## src/clk_gate_pkg.sv

```systemverilog
package clk_gate_pkg;

	// ****************************************
	// Register offsets
	// ****************************************
	localparam logic [11:0] RUN_CLOCK_CONFIG_OFS      = 12'h060;
	localparam logic [11:0] RUN_PERIPHERAL_GATE_OFS   = 12'h104;
	localparam logic [11:0] SLEEP_PERIPHERAL_GATE_OFS = 12'h114;
	localparam logic [11:0] DEEP_SLEEP_PERIPHERAL_GATE_OFS = 12'h124;
	localparam logic [11:0] IRQ_STATUS_OFS            = 12'h200;
	localparam logic [11:0] IRQ_MASK_OFS              = 12'h204;

	// ****************************************
	// Field layout
	// ****************************************
	localparam int GP_COUNTER_UNIT0_POS = 16;
	localparam int SYNC_SERIAL_UNIT0_POS = 4;
	localparam int ASYNC_PORT0_POS      = 0;
	localparam int ANALOG_CMP_UNIT0_POS = 24;
	localparam int AUTO_GATING_SELECT_POS = 27;

	// Writable bits of every gate register; the rest read zero
	localparam logic [31:0] GATE_WRITABLE_MASK = 32'h070f_0013;
	localparam logic [31:0] RUN_CLOCK_CONFIG_MASK = 32'h0800_0000;

	// ****************************************
	// Reset values
	// ****************************************
	localparam logic [31:0] GATE_RESET_VAL     = 32'h0000_0000;
	localparam logic [31:0] RUN_CLOCK_CONFIG_RESET = 32'h0000_0000;
	localparam logic [1:0]  IRQ_RESET_VAL      = 2'h0;

	// ****************************************
	// Interrupt status layout
	// ****************************************
	localparam int IRQ_GATED_ACCESS_POS = 0;
	localparam int IRQ_UNMAPPED_POS     = 1;

	// Unit numbering on the access port
	localparam int NUM_UNITS = 10;

	typedef enum logic [1:0] {
		PMODE_RUN,
		PMODE_SLEEP,
		PMODE_DEEP
	} power_mode_e;

endpackage

```

## src/peripheral_clock_gate_bank.sv

```systemverilog
// Overview of operation
// - Bits 19:16 gate counter units 3..0
// - Bit 4 gates sync serial unit 0
// - Bits 1:0 gate async ports 1,0
// - Access to gated unit answers bus fault
// - All gate bits reset cleared
// - Separate run, sleep, deep-sleep gate registers
// - Sleep registers act only with auto gating
// - Reserved bits read zero, ignore writes
// - Deep-sleep register at 0x124, comparators 26:24
// - Absent unit positions behave as reserved
//
// The implementer's own choice: the address-and-strobe port.
`timescale 1ns/10ps

module peripheral_clock_gate_bank #(
	parameter int UNITS = clk_gate_pkg::NUM_UNITS
) (
	input  wire logic        mclk_i,
	input  wire logic        rst_i,
	input  wire logic        ce_i,
	input  wire logic [11:0] addr_i,
	input  wire logic [31:0] wdata_i,
	input  wire logic        wr_i,
	input  wire logic        rd_i,
	output logic      [31:0] rdata_o,
	input  wire logic        sleep_mode_i,
	input  wire logic        deep_mode_i,
	input  wire logic        periph_req_i,
	input  wire logic [3:0]  periph_unit_i,
	output logic             periph_ok_o,
	output logic             periph_fault_o,
	output logic [9:0]       unit_clk_en_o,
	output logic             irq_o
);

	// ****************************************
	// Unit index to gate bit position
	// ****************************************
	function automatic logic [4:0] unit_bit(input logic [3:0] unit);
		logic [4:0] pos;
		pos = 5'h1f;
		case (unit)
			4'h0: pos = 5'(clk_gate_pkg::ASYNC_PORT0_POS);
			4'h1: pos = 5'(clk_gate_pkg::ASYNC_PORT0_POS + 1);
			4'h2: pos = 5'(clk_gate_pkg::SYNC_SERIAL_UNIT0_POS);
			4'h3: pos = 5'(clk_gate_pkg::GP_COUNTER_UNIT0_POS);
			4'h4: pos = 5'(clk_gate_pkg::GP_COUNTER_UNIT0_POS + 1);
			4'h5: pos = 5'(clk_gate_pkg::GP_COUNTER_UNIT0_POS + 2);
			4'h6: pos = 5'(clk_gate_pkg::GP_COUNTER_UNIT0_POS + 3);
			4'h7: pos = 5'(clk_gate_pkg::ANALOG_CMP_UNIT0_POS);
			4'h8: pos = 5'(clk_gate_pkg::ANALOG_CMP_UNIT0_POS + 1);
			4'h9: pos = 5'(clk_gate_pkg::ANALOG_CMP_UNIT0_POS + 2);
			default: pos = 5'h1f;
		endcase
		return pos;
	endfunction

	// ****************************************
	// Registers
	// ****************************************
	logic [31:0]               run_peripheral_gate_q;
	logic [31:0]               sleep_peripheral_gate_q;
	logic [31:0]               deep_sleep_peripheral_gate_q;
	logic                      auto_gating_select_q;
	logic [1:0]                irq_status_q;
	logic [1:0]                irq_status_d;
	logic [1:0]                irq_mask_q;
	logic [31:0]               eff_gate;
	logic [31:0]               rd_mux;
	logic                      hit_gate_run;
	logic                      hit_gate_sleep;
	logic                      hit_gate_deep;
	logic                      hit_cfg;
	logic                      hit_status;
	logic                      hit_mask;
	logic                      mapped;
	logic                      unit_enabled;
	clk_gate_pkg::power_mode_e mode;

	assign hit_gate_run   = addr_i == clk_gate_pkg::RUN_PERIPHERAL_GATE_OFS;
	assign hit_gate_sleep = addr_i == clk_gate_pkg::SLEEP_PERIPHERAL_GATE_OFS;
	assign hit_gate_deep  = addr_i == clk_gate_pkg::DEEP_SLEEP_PERIPHERAL_GATE_OFS;
	assign hit_cfg        = addr_i == clk_gate_pkg::RUN_CLOCK_CONFIG_OFS;
	assign hit_status     = addr_i == clk_gate_pkg::IRQ_STATUS_OFS;
	assign hit_mask       = addr_i == clk_gate_pkg::IRQ_MASK_OFS;
	assign mapped = hit_gate_run | hit_gate_sleep | hit_gate_deep | hit_cfg | hit_status | hit_mask;

	// Three independent gate registers, writable bits only
	always_ff @(posedge mclk_i or posedge rst_i) begin
		if (rst_i) begin
			run_peripheral_gate_q <= clk_gate_pkg::GATE_RESET_VAL;
		end else if (ce_i && wr_i && hit_gate_run) begin
			run_peripheral_gate_q <= wdata_i & clk_gate_pkg::GATE_WRITABLE_MASK;
		end
	end

	always_ff @(posedge mclk_i or posedge rst_i) begin
		if (rst_i) begin
			sleep_peripheral_gate_q <= clk_gate_pkg::GATE_RESET_VAL;
		end else if (ce_i && wr_i && hit_gate_sleep) begin
			sleep_peripheral_gate_q <= wdata_i & clk_gate_pkg::GATE_WRITABLE_MASK;
		end
	end

	always_ff @(posedge mclk_i or posedge rst_i) begin
		if (rst_i) begin
			deep_sleep_peripheral_gate_q <= clk_gate_pkg::GATE_RESET_VAL;
		end else if (ce_i && wr_i && hit_gate_deep) begin
			// Reserved and absent-unit positions are dropped here
			deep_sleep_peripheral_gate_q <= wdata_i & clk_gate_pkg::GATE_WRITABLE_MASK;
		end
	end

	always_ff @(posedge mclk_i or posedge rst_i) begin
		if (rst_i) begin
			auto_gating_select_q <= clk_gate_pkg::RUN_CLOCK_CONFIG_RESET[clk_gate_pkg::AUTO_GATING_SELECT_POS];
		end else if (ce_i && wr_i && hit_cfg) begin
			auto_gating_select_q <= wdata_i[clk_gate_pkg::AUTO_GATING_SELECT_POS];
		end
	end

	// ****************************************
	// Power mode selection
	// ****************************************
	always_comb begin
		if (deep_mode_i) begin
			mode = clk_gate_pkg::PMODE_DEEP;
		end else if (sleep_mode_i) begin
			mode = clk_gate_pkg::PMODE_SLEEP;
		end else begin
			mode = clk_gate_pkg::PMODE_RUN;
		end
	end

	always_comb begin
		eff_gate = run_peripheral_gate_q;
		if (auto_gating_select_q) begin
			case (mode)
				clk_gate_pkg::PMODE_SLEEP: eff_gate = sleep_peripheral_gate_q;
				clk_gate_pkg::PMODE_DEEP:  eff_gate = deep_sleep_peripheral_gate_q;
				default:                   eff_gate = run_peripheral_gate_q;
			endcase
		end
	end

	// Per-unit enables, one flop each
	generate
		for (genvar u = 0; u < UNITS; u++) begin : g_unit
			always_ff @(posedge mclk_i or posedge rst_i) begin
				if (rst_i) begin
					unit_clk_en_o[u] <= 1'b0;
				end else if (ce_i) begin
					unit_clk_en_o[u] <= eff_gate[unit_bit(4'(u))];
				end
			end
		end
	endgenerate

	// ****************************************
	// Peripheral access check
	// ****************************************
	// Unknown unit numbers land on bit 31, always zero, so they fault too
	assign unit_enabled = eff_gate[unit_bit(periph_unit_i)];

	always_ff @(posedge mclk_i or posedge rst_i) begin
		if (rst_i) begin
			periph_ok_o    <= 1'b0;
			periph_fault_o <= 1'b0;
		end else if (ce_i) begin
			periph_ok_o    <= periph_req_i && unit_enabled;
			periph_fault_o <= periph_req_i && !unit_enabled;
		end
	end

	// ****************************************
	// Read path
	// ****************************************
	always_comb begin
		rd_mux = 32'h0000_0000;
		if (hit_gate_run) begin
			rd_mux = run_peripheral_gate_q;
		end else if (hit_gate_sleep) begin
			rd_mux = sleep_peripheral_gate_q;
		end else if (hit_gate_deep) begin
			rd_mux = deep_sleep_peripheral_gate_q;
		end else if (hit_cfg) begin
			rd_mux = 32'({auto_gating_select_q}) << clk_gate_pkg::AUTO_GATING_SELECT_POS;
		end else if (hit_status) begin
			rd_mux = {30'h0, irq_status_q};
		end else if (hit_mask) begin
			rd_mux = {30'h0, irq_mask_q};
		end
	end

	// Data stand only in the cycle after the strobe
	always_ff @(posedge mclk_i or posedge rst_i) begin
		if (rst_i) begin
			rdata_o <= 32'h0000_0000;
		end else if (ce_i) begin
			rdata_o <= rd_i ? rd_mux : 32'h0000_0000;
		end
	end

	// ****************************************
	// Interrupts
	// ****************************************
	// Set beats write-one-to-clear in the same cycle
	always_comb begin
		irq_status_d = irq_status_q;
		if (wr_i && hit_status) begin
			irq_status_d = irq_status_q & ~wdata_i[1:0];
		end
		if (periph_req_i && !unit_enabled) begin
			irq_status_d[clk_gate_pkg::IRQ_GATED_ACCESS_POS] = 1'b1;
		end
		if ((wr_i || rd_i) && !mapped) begin
			irq_status_d[clk_gate_pkg::IRQ_UNMAPPED_POS] = 1'b1;
		end
	end

	always_ff @(posedge mclk_i or posedge rst_i) begin
		if (rst_i) begin
			irq_status_q <= clk_gate_pkg::IRQ_RESET_VAL;
		end else if (ce_i) begin
			irq_status_q <= irq_status_d;
		end
	end

	always_ff @(posedge mclk_i or posedge rst_i) begin
		if (rst_i) begin
			irq_mask_q <= clk_gate_pkg::IRQ_RESET_VAL;
		end else if (ce_i && wr_i && hit_mask) begin
			irq_mask_q <= wdata_i[1:0];
		end
	end

	always_ff @(posedge mclk_i or posedge rst_i) begin
		if (rst_i) begin
			irq_o <= 1'b0;
		end else if (ce_i) begin
			irq_o <= |(irq_status_d & irq_mask_q);
		end
	end

	// ****************************************
	// Assertions
	// ****************************************
	logic first_q;

	always_ff @(posedge mclk_i or posedge rst_i) begin
		if (rst_i) begin
			first_q <= 1'b1;
		end else begin
			first_q <= 1'b0;
		end
	end
endmodule

```

## config.mk

```make
export PLATFORM = sky130hd
export DESIGN_NAME = peripheral_clock_gate_bank
export DESIGN_NICKNAME = d
export VERILOG_FILES = /design/src/clk_gate_pkg.sv /design/src/peripheral_clock_gate_bank.sv
export SDC_FILE = /design/constraint.sdc
export NUM_CORES = 1
export LEC_CHECK = 0
export ABC_AREA = 1
export BUFFER_PORTS_ARGS = -buffer_cell sky130_fd_sc_hd__buf_2
export CAP_MARGIN = 10
export CORE_MARGIN = 10
export CORE_UTILIZATION = 52
export CTS_CLUSTER_SIZE = 30
export DETAILED_ROUTE_END_ITERATION = 8
export PLACE_DENSITY = 0.84
export SLEW_MARGIN = 20
export SYNTH_ARGS = -nofsm -noshare
export SYNTH_HDL_FRONTEND = slang
export SYNTH_SLANG_ARGS = --single-unit
```

## constraint.sdc

```tcl
create_clock -name mclk_i -period 2.47 [get_ports mclk_i]
set_input_delay 0.494 -clock mclk_i [delete_from_list [all_inputs] [get_ports mclk_i]]
set_output_delay 0.494 -clock mclk_i [all_outputs]
set_load 0.1 [all_outputs]
```

* Word-level counts from Yosys, hierarchy flattened *
Memories as Yosys holds them, arrays and structs flattened.
Cells that the tools add are included.

operators by class
  equal/unequal tests = 8
  bitwise logic cells = 8
  muxes and demuxes = 16
  order comparisons = 1
  reductions and logical operators = 14

operators by type and width
  cell                                                 count
  two-way mux 28 bit                                   4
  case mux 27 bit (2 select lines)                     1
  == test 12 x 9 -> 1 bit (second input constant)      3
  two-way mux 32 bit                                   1
  two-way mux 27 bit                                   1
  == test 12 x 10 -> 1 bit (second input constant)     2
  == test 12 x 7 -> 1 bit (second input constant)      1
  logical AND 1 bit                                    10
  two-way mux 2 bit                                    4
  < comparator 5 x 6 -> 1 bit (second input constant)  1
  binary-select mux 1 bit (select 5 bit)               1
  bitwise OR 1 bit                                     5
  AND 2 bit                                            2
  two-way mux 1 bit                                    4
  == test 2 x 1 -> 1 bit (second input constant)       1
  == test 2 bit (second input constant)                1
  logical NOT 1 bit                                    2
  inverter 2 bit                                       1
  OR reduction 2 bit                                   1
  logical OR 1 bit                                     1

storage, ports and cells
  memory bits (read-only) = 80
  register bits after elaboration = 80
  output and inout port bits = 45
  input bits = 56
  word-level logic and storage cells = 68
  memories = 1

memory list
  name              depth  width  rd ports  clocked after memory_dff  wr ports  RTL line                          text
  (name not given)  16     5      1         0                         0         peripheral_clock_gate_bank.sv:43  case (unit)

* Longest topological paths before layout *
Gate-level depths: netlist of the first run.

  word-level depth = 12
  depth in mapped cells = 15

* Worst setup path before layout of the first run *
No wires, ideal clock.

  path type = input to register
  start = input port periph_unit_i[1]
  end = register irq_o
  path buffers = 0
  setup slack = 753 ps
  required time = 2354 ps
  arrival time = 1600 ps
  cell stages on the path = 15
  cells stage by stage = inv_1 -> ha_1 -> nand2_1 -> nand2_1 -> nand2_2 -> clkinv_1 -> nand3_1 -> nor2_1 -> nor2_1 -> a21oi_1 -> nand2_1 -> nand3_1 -> nand2_1 -> nand2_1 -> nand2_1

on the way
  cells in the longest elaborated chain, start to end = 8

RTL lines
  item                                     RTL line                           text
  start: declaration                       peripheral_clock_gate_bank.sv:30   input wire logic [3:0] periph_unit_i,
  memory read (16 x 5 bit)                 -
  binary-select mux 1 bit (select 5 bit)   peripheral_clock_gate_bank.sv:164  assign unit_enabled = eff_gate[unit_bit(periph_unit_i)];
  two-way mux 1 bit (not written as such)  peripheral_clock_gate_bank.sv:164
  logical NOT 1 bit                        peripheral_clock_gate_bank.sv:214  if (periph_req_i && !unit_enabled) begin
  logical AND 1 bit                        peripheral_clock_gate_bank.sv:214
  two-way mux 1 bit                        peripheral_clock_gate_bank.sv:214
  AND 2 bit                                peripheral_clock_gate_bank.sv:242  irq_o <= |(irq_status_d & irq_mask_q);
  OR reduction 2 bit                       peripheral_clock_gate_bank.sv:242
  end signal: assignment                   peripheral_clock_gate_bank.sv:242
  end: declaration                         peripheral_clock_gate_bank.sv:34   output logic irq_o

No other way between the ends. The select of a mux whose other input is x is not followed.
A chain may end at the register's enable or synchronous reset.

* Worst setup path after layout of the first run *
  start = input port periph_unit_i[0]
  end = register irq_o

The elaborated chain is that of the path after synthesis.

==> summary.md, run 1 <==
| Metric | Value |
|---|---|
| Status | complete, no violations |
| Final hold violations | 0 |
| Worst-path fanout max | 5 |
| Worst path most repeated cell | nand2_1 |
| CP required | 2.70 ns |
| Initial Util | 53.6% |
| Top-area cell type share of the netlist area | 43.4% |
| Arrival @ worst endpoint | 1.96 ns |
| Slew margin rel. | 55.4% |
| Synth area leaders | dfrtp_1 43%, nand2_1 15%, o21ai_0 6.9% |
| # setup viols final | 0 |
| Num Clock Sinks | 59 |
| Diode count | 0 |
| Area Growth Syn to Fin | 14.9% |
| Vias in the first global route | 3014 |
| Ys Warns | 0 |
| PostCTS Resize Cnt | 0 |
| Layout cells sized above 1 | 21.0% |
| Period utilization | 69.9% |
| Fraction of registers with async set/reset | 100% |
| Ports | 101 |
| Maxcap violations | 0 |
| TritonCTS clock tree | built |
| Fill cell count | 564 |
| Worst slew pin tran | 0.668 ns |
| Avg Cell Area, Syn | 7.63 um2 |
| PortBufs | 58 |
| Power per Cell Area | 630 nW/um2 |
| Dpl hpwl | 6.51 mm |
| CP startpoint kind | primary input |
| Max Fclk | 0.579 GHz |
| WL final | 8.43 mm |
| Die width | 101 um |
| Initial DRC count | 260 |
| Wire length per cell | 14.4 um |
| Synth area leader | dfrtp_1 |
| Largest net degree at the start of global routing | 33 |
| Delay of the slowest critical-path stage | 0.30 ns |
| Fin. max-slew vios | 0 |
| Minimum hold slack | 0.245 ns |
| Post-DRT Antenna Nets | 0 |
| Setup TNS | 0 ns |
| First-pass GRT wire length | 13.9 mm |
| H-tree Lvls | 3 |
| Antenna violations before repair | 0 |
| Via count | 3073 |
| Class of the worst hold path | in -> async |
| Minimum clock period | 1.73 ns |
| Cell family with most CP delay | simple AND/OR/NAND/NOR gates |
| Worst vdd ir | 444 uV |
| Clock buffer depth | 2 |
| Total track usage | 16.6% |
| Dominant cell by count in the synthesized netlist | nand2_1 |
| Cell Chain, Critical Path | buf_2 > inv_1 > ha_1 > nand2_1 > nand2_1 > nand2_2 > clkinv_1 > nand3_1 > nor2_1 > nor2_1 > a21oi_1 > nand2_1 > nand3_1 > nand2_1 > nand2_1 > nand2_1 |
| Top FF cell, synth | dfrtp_1 |
| Crit. End Element | register |
| Mapped Cells | 446 |
| Nets | 566 |
| Crit path kind | in -> reg |
| Worst Skew | 0.00906 ns |
| Core outline area | 6350 um2 |
| Final RePlAce weighted congestion | 0.903 |
| Total power | 0.00246 W |
| Die Y | 101 um |
| Synth unique cells | 36 |
| CTS clock-pin slew for the worst setup and hold paths | 0.08 ns |
| CTS buffer count | 9 |
| EDFF count, synth | 0 |
| Cell Area, Synth | 3400 um2 |
| Static leakage | 2.07 nW |
| Root Driver | clkbuf_8 |
| RSZ-0062 raised after global routing | false |
| Post-synthesis sequential area ratio | 43.4% |
| Num rows | 29 |
| Post-CTS setup buffer count | 0 |
| # DRC | 0 |
| GRT Residual Overflow | 0 |
| Yosys reg bits | 59 |
| Worst skew pair latency | 0.33 ns |
| Number of vias per cell | 5.24 |
| Die area | 10200 um2 |
| Crit-path slowest cell | ha_1 |
| Hold_buf cts | 0 |
| Commonest cells in the netlist | 140 x nand2_1, 59 x dfrtp_1, 53 x inv_1 |
| Pre-antenna DRT Iters | 6 |
| Worst path bufs/invs | 3 |
## layout by cell type (no fill, tap or decap), types with 2 or more instances in the layout
cell type / count
dfrtp_1: 59
nand2_1: 140
nand2_2: 6
nor2_1: 11
o211ai_1: 9
nor3_2: 2
buf_4: 4
nor2_4: 2
o21ai_0: 47
nand3_1: 28
nand2_4: 2
bufinv_16: 2
inv_1: 52
o221ai_1: 7
o21ai_1: 7
nand3_2: 4
clkinv_1: 3
clkbuf_8: 9
buf_2: 58
nor2_2: 3
nand4_1: 3
conb_1: 21
clkinv_4: 3
o2111ai_1: 2
nor4_1: 2
ha_1: 5
inv_2: 5
a21oi_1: 2
## cell type report
class | instances | area (um2) | area share, %
Multi-Input combinational cell | 311 | 1530 | 39.3
Timing Repair Buffer | 63 | 340 | 8.71
Tap cell | 77 | 96.3 | 2.47
Clock buffer | 9 | 124 | 3.17
Sequential cell | 59 | 1480 | 37.8
Clock inverter | 7 | 100 | 2.56
Inverter | 61 | 236 | 6.05
## kinds of logic (layout without fill, tap and decap cells)
family | count (synthesis) | in the layout | share of synthesized area [%]
flops | 59 | 59 | 43.4
simple gates | 205 | 205 | 26.8
buf+inv | 96 | 140 | 13.7
compound gates | 80 | 80 | 14.1
other cells | 1 | 21 | 0.110
fa+ha+maj | 5 | 5 | 1.84
## where the power goes
part	internal, W	leakage [nW]	switching, W
Combinational	0.0000783	1.16	0.000408
Sequential	0.000985	0.799	0.0000109
Clock	0.000574	0.114	0.000407
## registers in the layout (all words and copies together) (netlist names)
name,count
irq_mask_q,2
sleep_peripheral_gate_q,10
deep_sleep_peripheral_gate_q,10
unit_clk_en_o,10
periph_fault_o,1
periph_ok_o,1
rdata_o,11
irq_o,1
irq_status_q,2
auto_gating_select_q,1
run_peripheral_gate_q,10
## worst paths after layout
path                                           start                    endpoint  slack [ns]  depth (start not counted)
worst max-delay path                periph_unit_i[0]                       irq_o        0.74                         16
worst min-delay path                           rst_i            unit_clk_en_o[5]        0.24                          2
worst max register to register  auto_gating_select_q                       irq_o        0.77                         11
worst min register to register           periph_ok_o                 periph_ok_o        0.48                          2
max in group asynchronous                      rst_i  sleep_peripheral_gate_q[0]        1.62                          3
min in group mclk_i                      wdata_i[27]        auto_gating_select_q        0.39                          2
## layer usage
metal / wire length [um] / global-route usage, % / up-vias
li1: - / - / 1512
met1: 3540 / 19.8 / 1428
met2: 4030 / 27.0 / 118
met3: 693 / 4.12 / 15
met4: 167 / 8.26 / 0
met5: 0 / 0 / -
## per-stage QoR
step | cell area, um2 | worst slack, ns | cells | util, %
after global routing | 3910 | 0.593 | 587 | 61.5
after floorplan | 3480 | 0.520 | 466 | -
final | 3910 | 0.743 | 587 | 61.5
after detailed placement | 3680 | 0.385 | 571 | 58.0
after global placement | 3680 | 0.505 | 571 | 58.0
after CTS | 3910 | 0.743 | 587 | 61.5
## worst reg2reg max path: stages (launching register included)
cell     delay [ns]
dfrtp_1        0.62
o21ai_4        0.19
nand2_1        0.09
nand2_1        0.07
nor2_1         0.11
nor2_1         0.05
a21oi_1        0.14
nand2_1        0.10
nand3_1        0.08
nand2_1        0.05
nand2_1        0.05
nand2_1        0.04
No activity file was read; power rests on OpenSTA's default activity.
==> run 2: changes to the inputs <==
==> constraint.sdc (replaced) <==
create_clock -name mclk_i -period 1.6 [get_ports mclk_i]
set_input_delay 0.32 -clock mclk_i [delete_from_list [all_inputs] [get_ports mclk_i]]
set_output_delay 0.32 -clock mclk_i [all_outputs]
set_load 0.1 [all_outputs]
==> run 2 against run 1 <==
Clock power increased by 46%. Via count increased by 6.2%. Global-route usage increased by 1.7 points. Combinational power increased by 64%. Clock-buffer cell count unchanged. Final cell count increased by 3.6%. Core utilization increased by 3.1 points. Hold slack got worse by 0.039 ns. Sequential share of layout area decreased by 1.8 points. Register-to-register slack got worse by 0.70 ns. Critical path type is now reg -> reg. Critical endpoint unchanged. Largest power group unchanged.
==> summary.md, run 2 (same netlist as run 1, synthesis figures left out) <==
| Metric | Value |
|---|---|
| Sw power | 0.00135 W (was 0.000825 W) |
| Worst Skew | 0.00658 ns (was 0.00906 ns) |
| Crit. End Element | register (unchanged) |
| Final RePlAce weighted congestion | 0.949 (was 0.903) |
| Layout cells sized above 1 | 25.2% (was 21.0%) |
| GRT Residual Overflow | 0 (unchanged) |
| Total track usage | 18.3% (was 16.6%) |
| Ports | 101 (unchanged) |
| GRT met1 Usage | 20.9% (was 19.8%) |
| CP startpoint kind | register (was primary input) |
| Num Clock Sinks | 59 (unchanged) |
| Die Y | 101 um (unchanged) |
| Static leakage | 2.17 nW (was 2.07 nW) |
| Util after Layout | 64.6% (was 61.5%) |
| Clock buffer depth | 2 (unchanged) |
| Maxcap violations | 0 (unchanged) |
| Class of the worst hold path | in -> reg (was in -> async) |
| Initial DRC count | 353 (was 260) |
| CTS clock-pin slew for the worst setup and hold paths | 0.07 ns (was 0.08 ns) |
| Flop pwr share | 40.8% (was 40.4%) |
| Worst-path fanout max | 5 (unchanged) |
| Most frequent cells in the layout | 137 x nand2_1, 58 x buf_2, 58 x dfrtp_1 (was 140 x nand2_1, 59 x dfrtp_1, 58 x buf_2) |
| Num rows | 29 (unchanged) |
| Largest Register | rdata_o (unchanged) |
| Crit path kind | reg -> reg (was in -> reg) |
| Post-DRT Antenna Nets | 0 (unchanged) |
| Clock power share | 38.0% (was 39.8%) |
| Wire length per cell | 15.1 um (was 14.4 um) |
| Diode count | 0 (unchanged) |
| Pre-antenna DRT Iters | 5 (was 6) |
| CTS buffer count | 9 (unchanged) |
| Antenna violations before repair | 0 (unchanged) |
| Dpl cells | 589 (was 571) |
| Root Driver | clkbuf_8 (unchanged) |
| Dpl hpwl | 6.86 mm (was 6.51 mm) |
| Via count | 3263 (was 3073) |
| Commonest non-fill, non-tap cell in the layout | nand2_1 (unchanged) |
| Number of vias per cell | 5.37 (was 5.24) |
| PortBufs | 58 (unchanged) |
| Max Fclk | 0.653 GHz |
| Arrival @ worst endpoint | 1.78 ns (was 1.96 ns) |
| Power per Cell Area | 919 nW/um2 (was 630 nW/um2) |
| Sw Ratio | 35.9% (was 33.5%) |
| WL final | 9.17 mm (was 8.43 mm) |
| Fin. max-slew vios | 0 (unchanged) |
| # setup viols final | 0 (unchanged) |
| Worst vdd ir | 562 uV (was 444 uV) |
| Cell Area, Placed | 3850 um2 (was 3680 um2) |
| Nets | 587 (was 566) |
| Core outline area | 6350 um2 (unchanged) |
| Worst skew pair latency | 0.35 ns (was 0.33 ns) |
| Vias in the first global route | 3320 (was 3014) |
| Met3 usage | 6.45% (was 4.12%) |
| Total power | 0.00377 W (was 0.00246 W) |
| Final hold violations | 0 (unchanged) |
| Comb pwr share | 21.2% (was 19.7%) |
| Die width | 101 um (unchanged) |
| First-pass GRT wire length | 15.2 mm (was 13.9 mm) |
| Initial Util | 53.6% (unchanged) |
| Period utilization | 95.7% |
| Fin cells | 608 (was 587) |
| CP required | 1.85 ns (was 2.70 ns) |
| # DRC | 0 (unchanged) |
| Most Used Layer, Global Route | met2 (unchanged) |
| Final design instance area without fill | 4100 um2 (was 3910 um2) |
| Largest register FFs | 11 (unchanged) |
| H-tree Lvls | 3 (unchanged) |
| Met2 usage | 30.4% (was 27.0%) |
| Largest net degree at the start of global routing | 30 (was 33) |
| Area Growth Syn to Fin | 20.6% (was 14.9%) |
| Minimum clock period | 1.53 ns |
| Status | complete, no violations (unchanged) |
| Int Power | 0.00241 W (was 0.00164 W) |
| Die area | 10200 um2 (unchanged) |
| TritonCTS clock tree | built (unchanged) |
run 2: changes by cell type in the layout (fill, tap and decap cells not counted), moves of 2 or more:
| cell | delta |
|---|---|
| clkinv_4 | -2 |
| buf_12 | +2 |
| inv_6 | +3 |
| buf_4 | +17 |
| clkinvlp_4 | +2 |
| nand2_1 | -3 |
| nand2_2 | +3 |
run 2: critical path: stages (launching register included):
cell and delay [ns]:
dfrtp_2 0.46, buf_6 0.15, buf_4 0.13, nand2_1 0.07
nand2_2 0.06, nand2_1 0.08, nand3_2 0.07, nand3_1 0.09
nand2_2 0.10, nand3_2 0.08, nand2_1 0.05, nand2_1 0.05
nand2_1 0.04
run 2: path summary, 6_finish.rpt:
path	start	to	slack, ns	depth (start not counted)
worst min-delay path	wdata_i[27]	auto_gating_select_q	0.21	2
worst max register to register	auto_gating_select_q	irq_o	0.07	12
max in group asynchronous	rst_i	run_peripheral_gate_q[0]	0.53	4
worst max-delay path	auto_gating_select_q	irq_o	0.07	12
min in group asynchronous	rst_i	rdata_o[1]	0.54	3
worst min register to register	rdata_o[1]	rdata_o[1]	0.48	2
run 2: routing by layer:
metal	wire [um]	vias up
li1	-	1558
met1	3550	1507
met5	0	-
met3	966	18
met4	150	0
met2	4510	180
run 2: what timing repair did:
action,CTS,global route
setup endpoints to repair,0,4
hold buffers,1,0
hold endpoints to repair,18,0
buffers inserted,0,1
gates resized for setup,0,10
run 2: power by group through the flow:
stage	clock network (W)	registers [W]	logic [W]
floorplan	0	0.00176	0.000459
global placement	0	0.00156	0.000766
detailed placement	0	0.00157	0.000783
CTS	0.00145	0.00154	0.000788
global route	0.00153	0.00154	0.000855
finish	0.00143	0.00154	0.000799
run 2: layout make-up:
| cell class | instances | area [um2] |
|---|---|---|
| inverter | 61 | 240 |
| sequential | 59 | 1480 |
| clock inverter | 7 | 81.3 |
| tap | 77 | 96.3 |
| clock buffer | 9 | 124 |
| fill | 522 | 2250 |
| multi-input combinational | 311 | 1550 |
| timing repair buffer | 84 | 529 |
run 2: metrics by stage:
stage | worst slack [ns] | setup TNS [ns] | hold slack [ns]
finish | 0.0683 | 0 | 0.206
global route | -0.0552 | -0.0552 | 0.214
CTS | 0.0728 | 0 | 0.198
detailed placement | -0.202 | -0.658 | 0.367
global placement | -0.136 | -0.356 | 0.358
floorplan | 0.0574 | 0 | 0.420
==> run 3: changes to the inputs <==
--- a/config.mk
+++ b/config.mk
@@ -9,10 +9,10 @@
 export BUFFER_PORTS_ARGS = -buffer_cell sky130_fd_sc_hd__buf_2
 export CAP_MARGIN = 10
 export CORE_MARGIN = 10
-export CORE_UTILIZATION = 52
+export CORE_UTILIZATION = 33
 export CTS_CLUSTER_SIZE = 30
 export DETAILED_ROUTE_END_ITERATION = 8
-export PLACE_DENSITY = 0.84
+export PLACE_DENSITY = 0.59
 export SLEW_MARGIN = 20
 export SYNTH_ARGS = -nofsm -noshare
 export SYNTH_HDL_FRONTEND = slang
==> run 3 against run 2 <==
Total power fell by 1.3%. Global-route usage is 5.9 points lower. Clock-buffer cell count stayed put. Non-clock buffer count decreased by 1. Clock power down 3%.
==> summary.md, run 3 (same netlist as run 1, synthesis figures left out) <==
| Metric | Value |
|---|---|
| CTS buffer count | 9 (unchanged) |
| Worst Skew | 0.00601 ns (was 0.00658 ns) |
| Vias in the first global route | 2979 (was 3320) |
| Clock buffer depth | 2 (unchanged) |
| Final RePlAce weighted congestion | 0.820 (was 0.949) |
| Dpl hpwl | 6.87 mm (was 6.86 mm) |
| Cell Chain, Critical Path | buf_2 (was buf_6 > buf_4 > nand2_1 > nand2_2 > nand2_1 > nand3_2 > nand3_1 > nand2_2 > nand3_2 > nand2_1 > nand2_1 > nand2_1) |
| Worst skew pair latency | 0.36 ns (was 0.35 ns) |
| Wire length per cell | 13.3 um (was 15.1 um) |
| Pre-antenna DRT Iters | 4 (was 5) |
| Static leakage | 2.17 nW (about the same) |
| Diode count | 0 (unchanged) |
| CP required | 1.28 ns (was 1.85 ns) |
| Cell family with most CP delay | buffers and inverters (was simple AND/OR/NAND/NOR gates) |
| Die width | 122 um (was 101 um) |
| Die area | 14800 um2 (was 10200 um2) |
| Fin cells | 663 (was 608) |
| CP startpoint kind | register (unchanged) |
| H-tree Lvls | 3 (unchanged) |
| Core outline area | 9910 um2 (was 6350 um2) |
| Maxcap violations | 0 (unchanged) |
| Area Growth Syn to Fin | 22.4% (was 20.6%) |
| Fill cell count | 1055 (was 522) |
| Root Driver | clkbuf_8 (unchanged) |
| Util after Layout | 42.0% (was 64.6%) |
| Class of the worst hold path | in -> async (was in -> reg) |
| Ports | 101 (unchanged) |
| Nets | 586 (was 587) |
| Most frequent cells in the layout | 139 x nand2_1, 58 x dfrtp_1, 58 x buf_2 (was 137 x nand2_1, 58 x buf_2, 58 x dfrtp_1) |
| Initial Util | 34.3% (was 53.6%) |
| Period utilization | 92.8% (was 95.7%) |
| Largest Register | rdata_o (unchanged) |
| First-pass GRT wire length | 14.6 mm (was 15.2 mm) |
| Delay of the slowest critical-path stage | 0.44 ns (was 0.46 ns) |
| Crit path kind | reg -> out (was reg -> reg) |
| Max Fclk | 0.673 GHz (was 0.653 GHz) |
| Num Clock Sinks | 59 (unchanged) |
| Post-DRT Antenna Nets | 0 (unchanged) |
| # setup viols final | 0 (unchanged) |
| Antenna violations before repair | 0 (unchanged) |
| TritonCTS clock tree | built (unchanged) |
| Total track usage | 12.4% (was 18.3%) |
| Largest net degree at the start of global routing | 60 (was 30) |
| Num rows | 36 (was 29) |
| Die Y | 122 um (was 101 um) |
| Minimum clock period | 1.48 ns (was 1.53 ns) |
| Total power | 0.00372 W (was 0.00377 W) |
| Layout cells sized above 1 | 24.7% (was 25.2%) |
| Largest register FFs | 11 (unchanged) |
| Dpl cells | 647 (was 589) |
| Crit. End Element | output port (was register) |
| Minimum hold slack | 0.0371 ns (was 0.206 ns) |
| Crit-path slowest cell | buf_2 (was dfrtp_2) |
| # DRC | 0 (unchanged) |
| Worst-path fanout max | 2 (was 5) |
| CTS clock-pin slew for the worst setup and hold paths | 0.07 ns (about the same) |
| Arrival @ worst endpoint | 1.16 ns (was 1.78 ns) |
| PortBufs | 58 (unchanged) |
| Fin. max-slew vios | 0 (unchanged) |
| Status | complete, no violations (unchanged) |
| Worst vdd ir | 294 uV (was 562 uV) |
| Final hold violations | 0 (unchanged) |
| Commonest non-fill, non-tap cell in the layout | nand2_1 (unchanged) |
| GRT Residual Overflow | 0 (unchanged) |
| Via count | 2990 (was 3263) |
| R2R Setup Slk | 0.19 ns (was 0.07 ns) |
| Worst path bufs/invs | 1 (was 2) |
| Initial DRC count | 151 (was 353) |
| Power per Cell Area | 894 nW/um2 (was 919 nW/um2) |
| Number of vias per cell | 4.51 (was 5.37) |
| Hold_buf cts | 0 (was 1) |
| WL final | 8.83 mm (was 9.17 mm) |
## run 3: path summary, 6_finish.rpt
check                      cells after the start            end                 start
min in group mclk_i                            3    periph_ok_o          periph_req_i
max reg2reg                                   11          irq_o  auto_gating_select_q
min                                            3  irq_mask_q[1]                 rst_i
max                                            1    rdata_o[26]           rdata_o[26]
min reg2reg                                    2    rdata_o[19]           rdata_o[19]
max in group asynchronous                      3    rdata_o[16]                 rst_i
## run 3: power by group
part	leakage, nW	switching [W]	internal [W]
Clock	0.0998	0.000666	0.000728
Sequential	0.799	0.0000173	0.00152
Combinational	1.27	0.000636	0.000152
Total	2.17	0.00132	0.00240
## run 3: per-layer routing
metal / track usage (%) / vias to the layer above / part of all wire, % / wire length (um)
met5: 0 / - / 0 / 0
met4: 6.78 / 0 / 2.0 / 178
met3: 3.54 / 14 / 6.5 / 577
met2: 18.7 / 82 / 45 / 3950
met1: 15.6 / 1340 / 47 / 4120
li1: - / 1554 / - / -
## run 3: repair_timing
action / in CTS / in global routing
hold endpoints to repair: 0 / 0
gates resized for setup: 0 / 6
endpoints found under the setup margin: 0 / 4
buffers inserted: 0 / 0
## run 3: layout make-up
cell class              count  area (um2)  share of cell area [%]
multi-input cells         311        1550                    37.1
flip-flops and latches     59        1480                    35.5
repair buffers             83         532                    12.8
inverters                  61         240                    5.77
well taps                 133         166                    4.00
clock buffers               9         124                    2.98
clock inverters             7        77.6                    1.86
## run 3: tightest hold or removal path, cell delays in order
cell and delay (ns):
buf_2 0.11, clkinvlp_4 0.07, buf_12 0.28
## run 3: per-stage QoR
stage | instance area (um2) | worst slack, ns | setup TNS (ns)
after CTS | 4150 | 0.0972 | 0
after global placement | 3950 | -0.166 | -0.505
final | 4160 | 0.115 | 0
after global routing | 4160 | -0.00683 | -0.00683
after detailed placement | 3950 | -0.216 | -0.726
after floorplan | 3480 | 0.0574 | 0
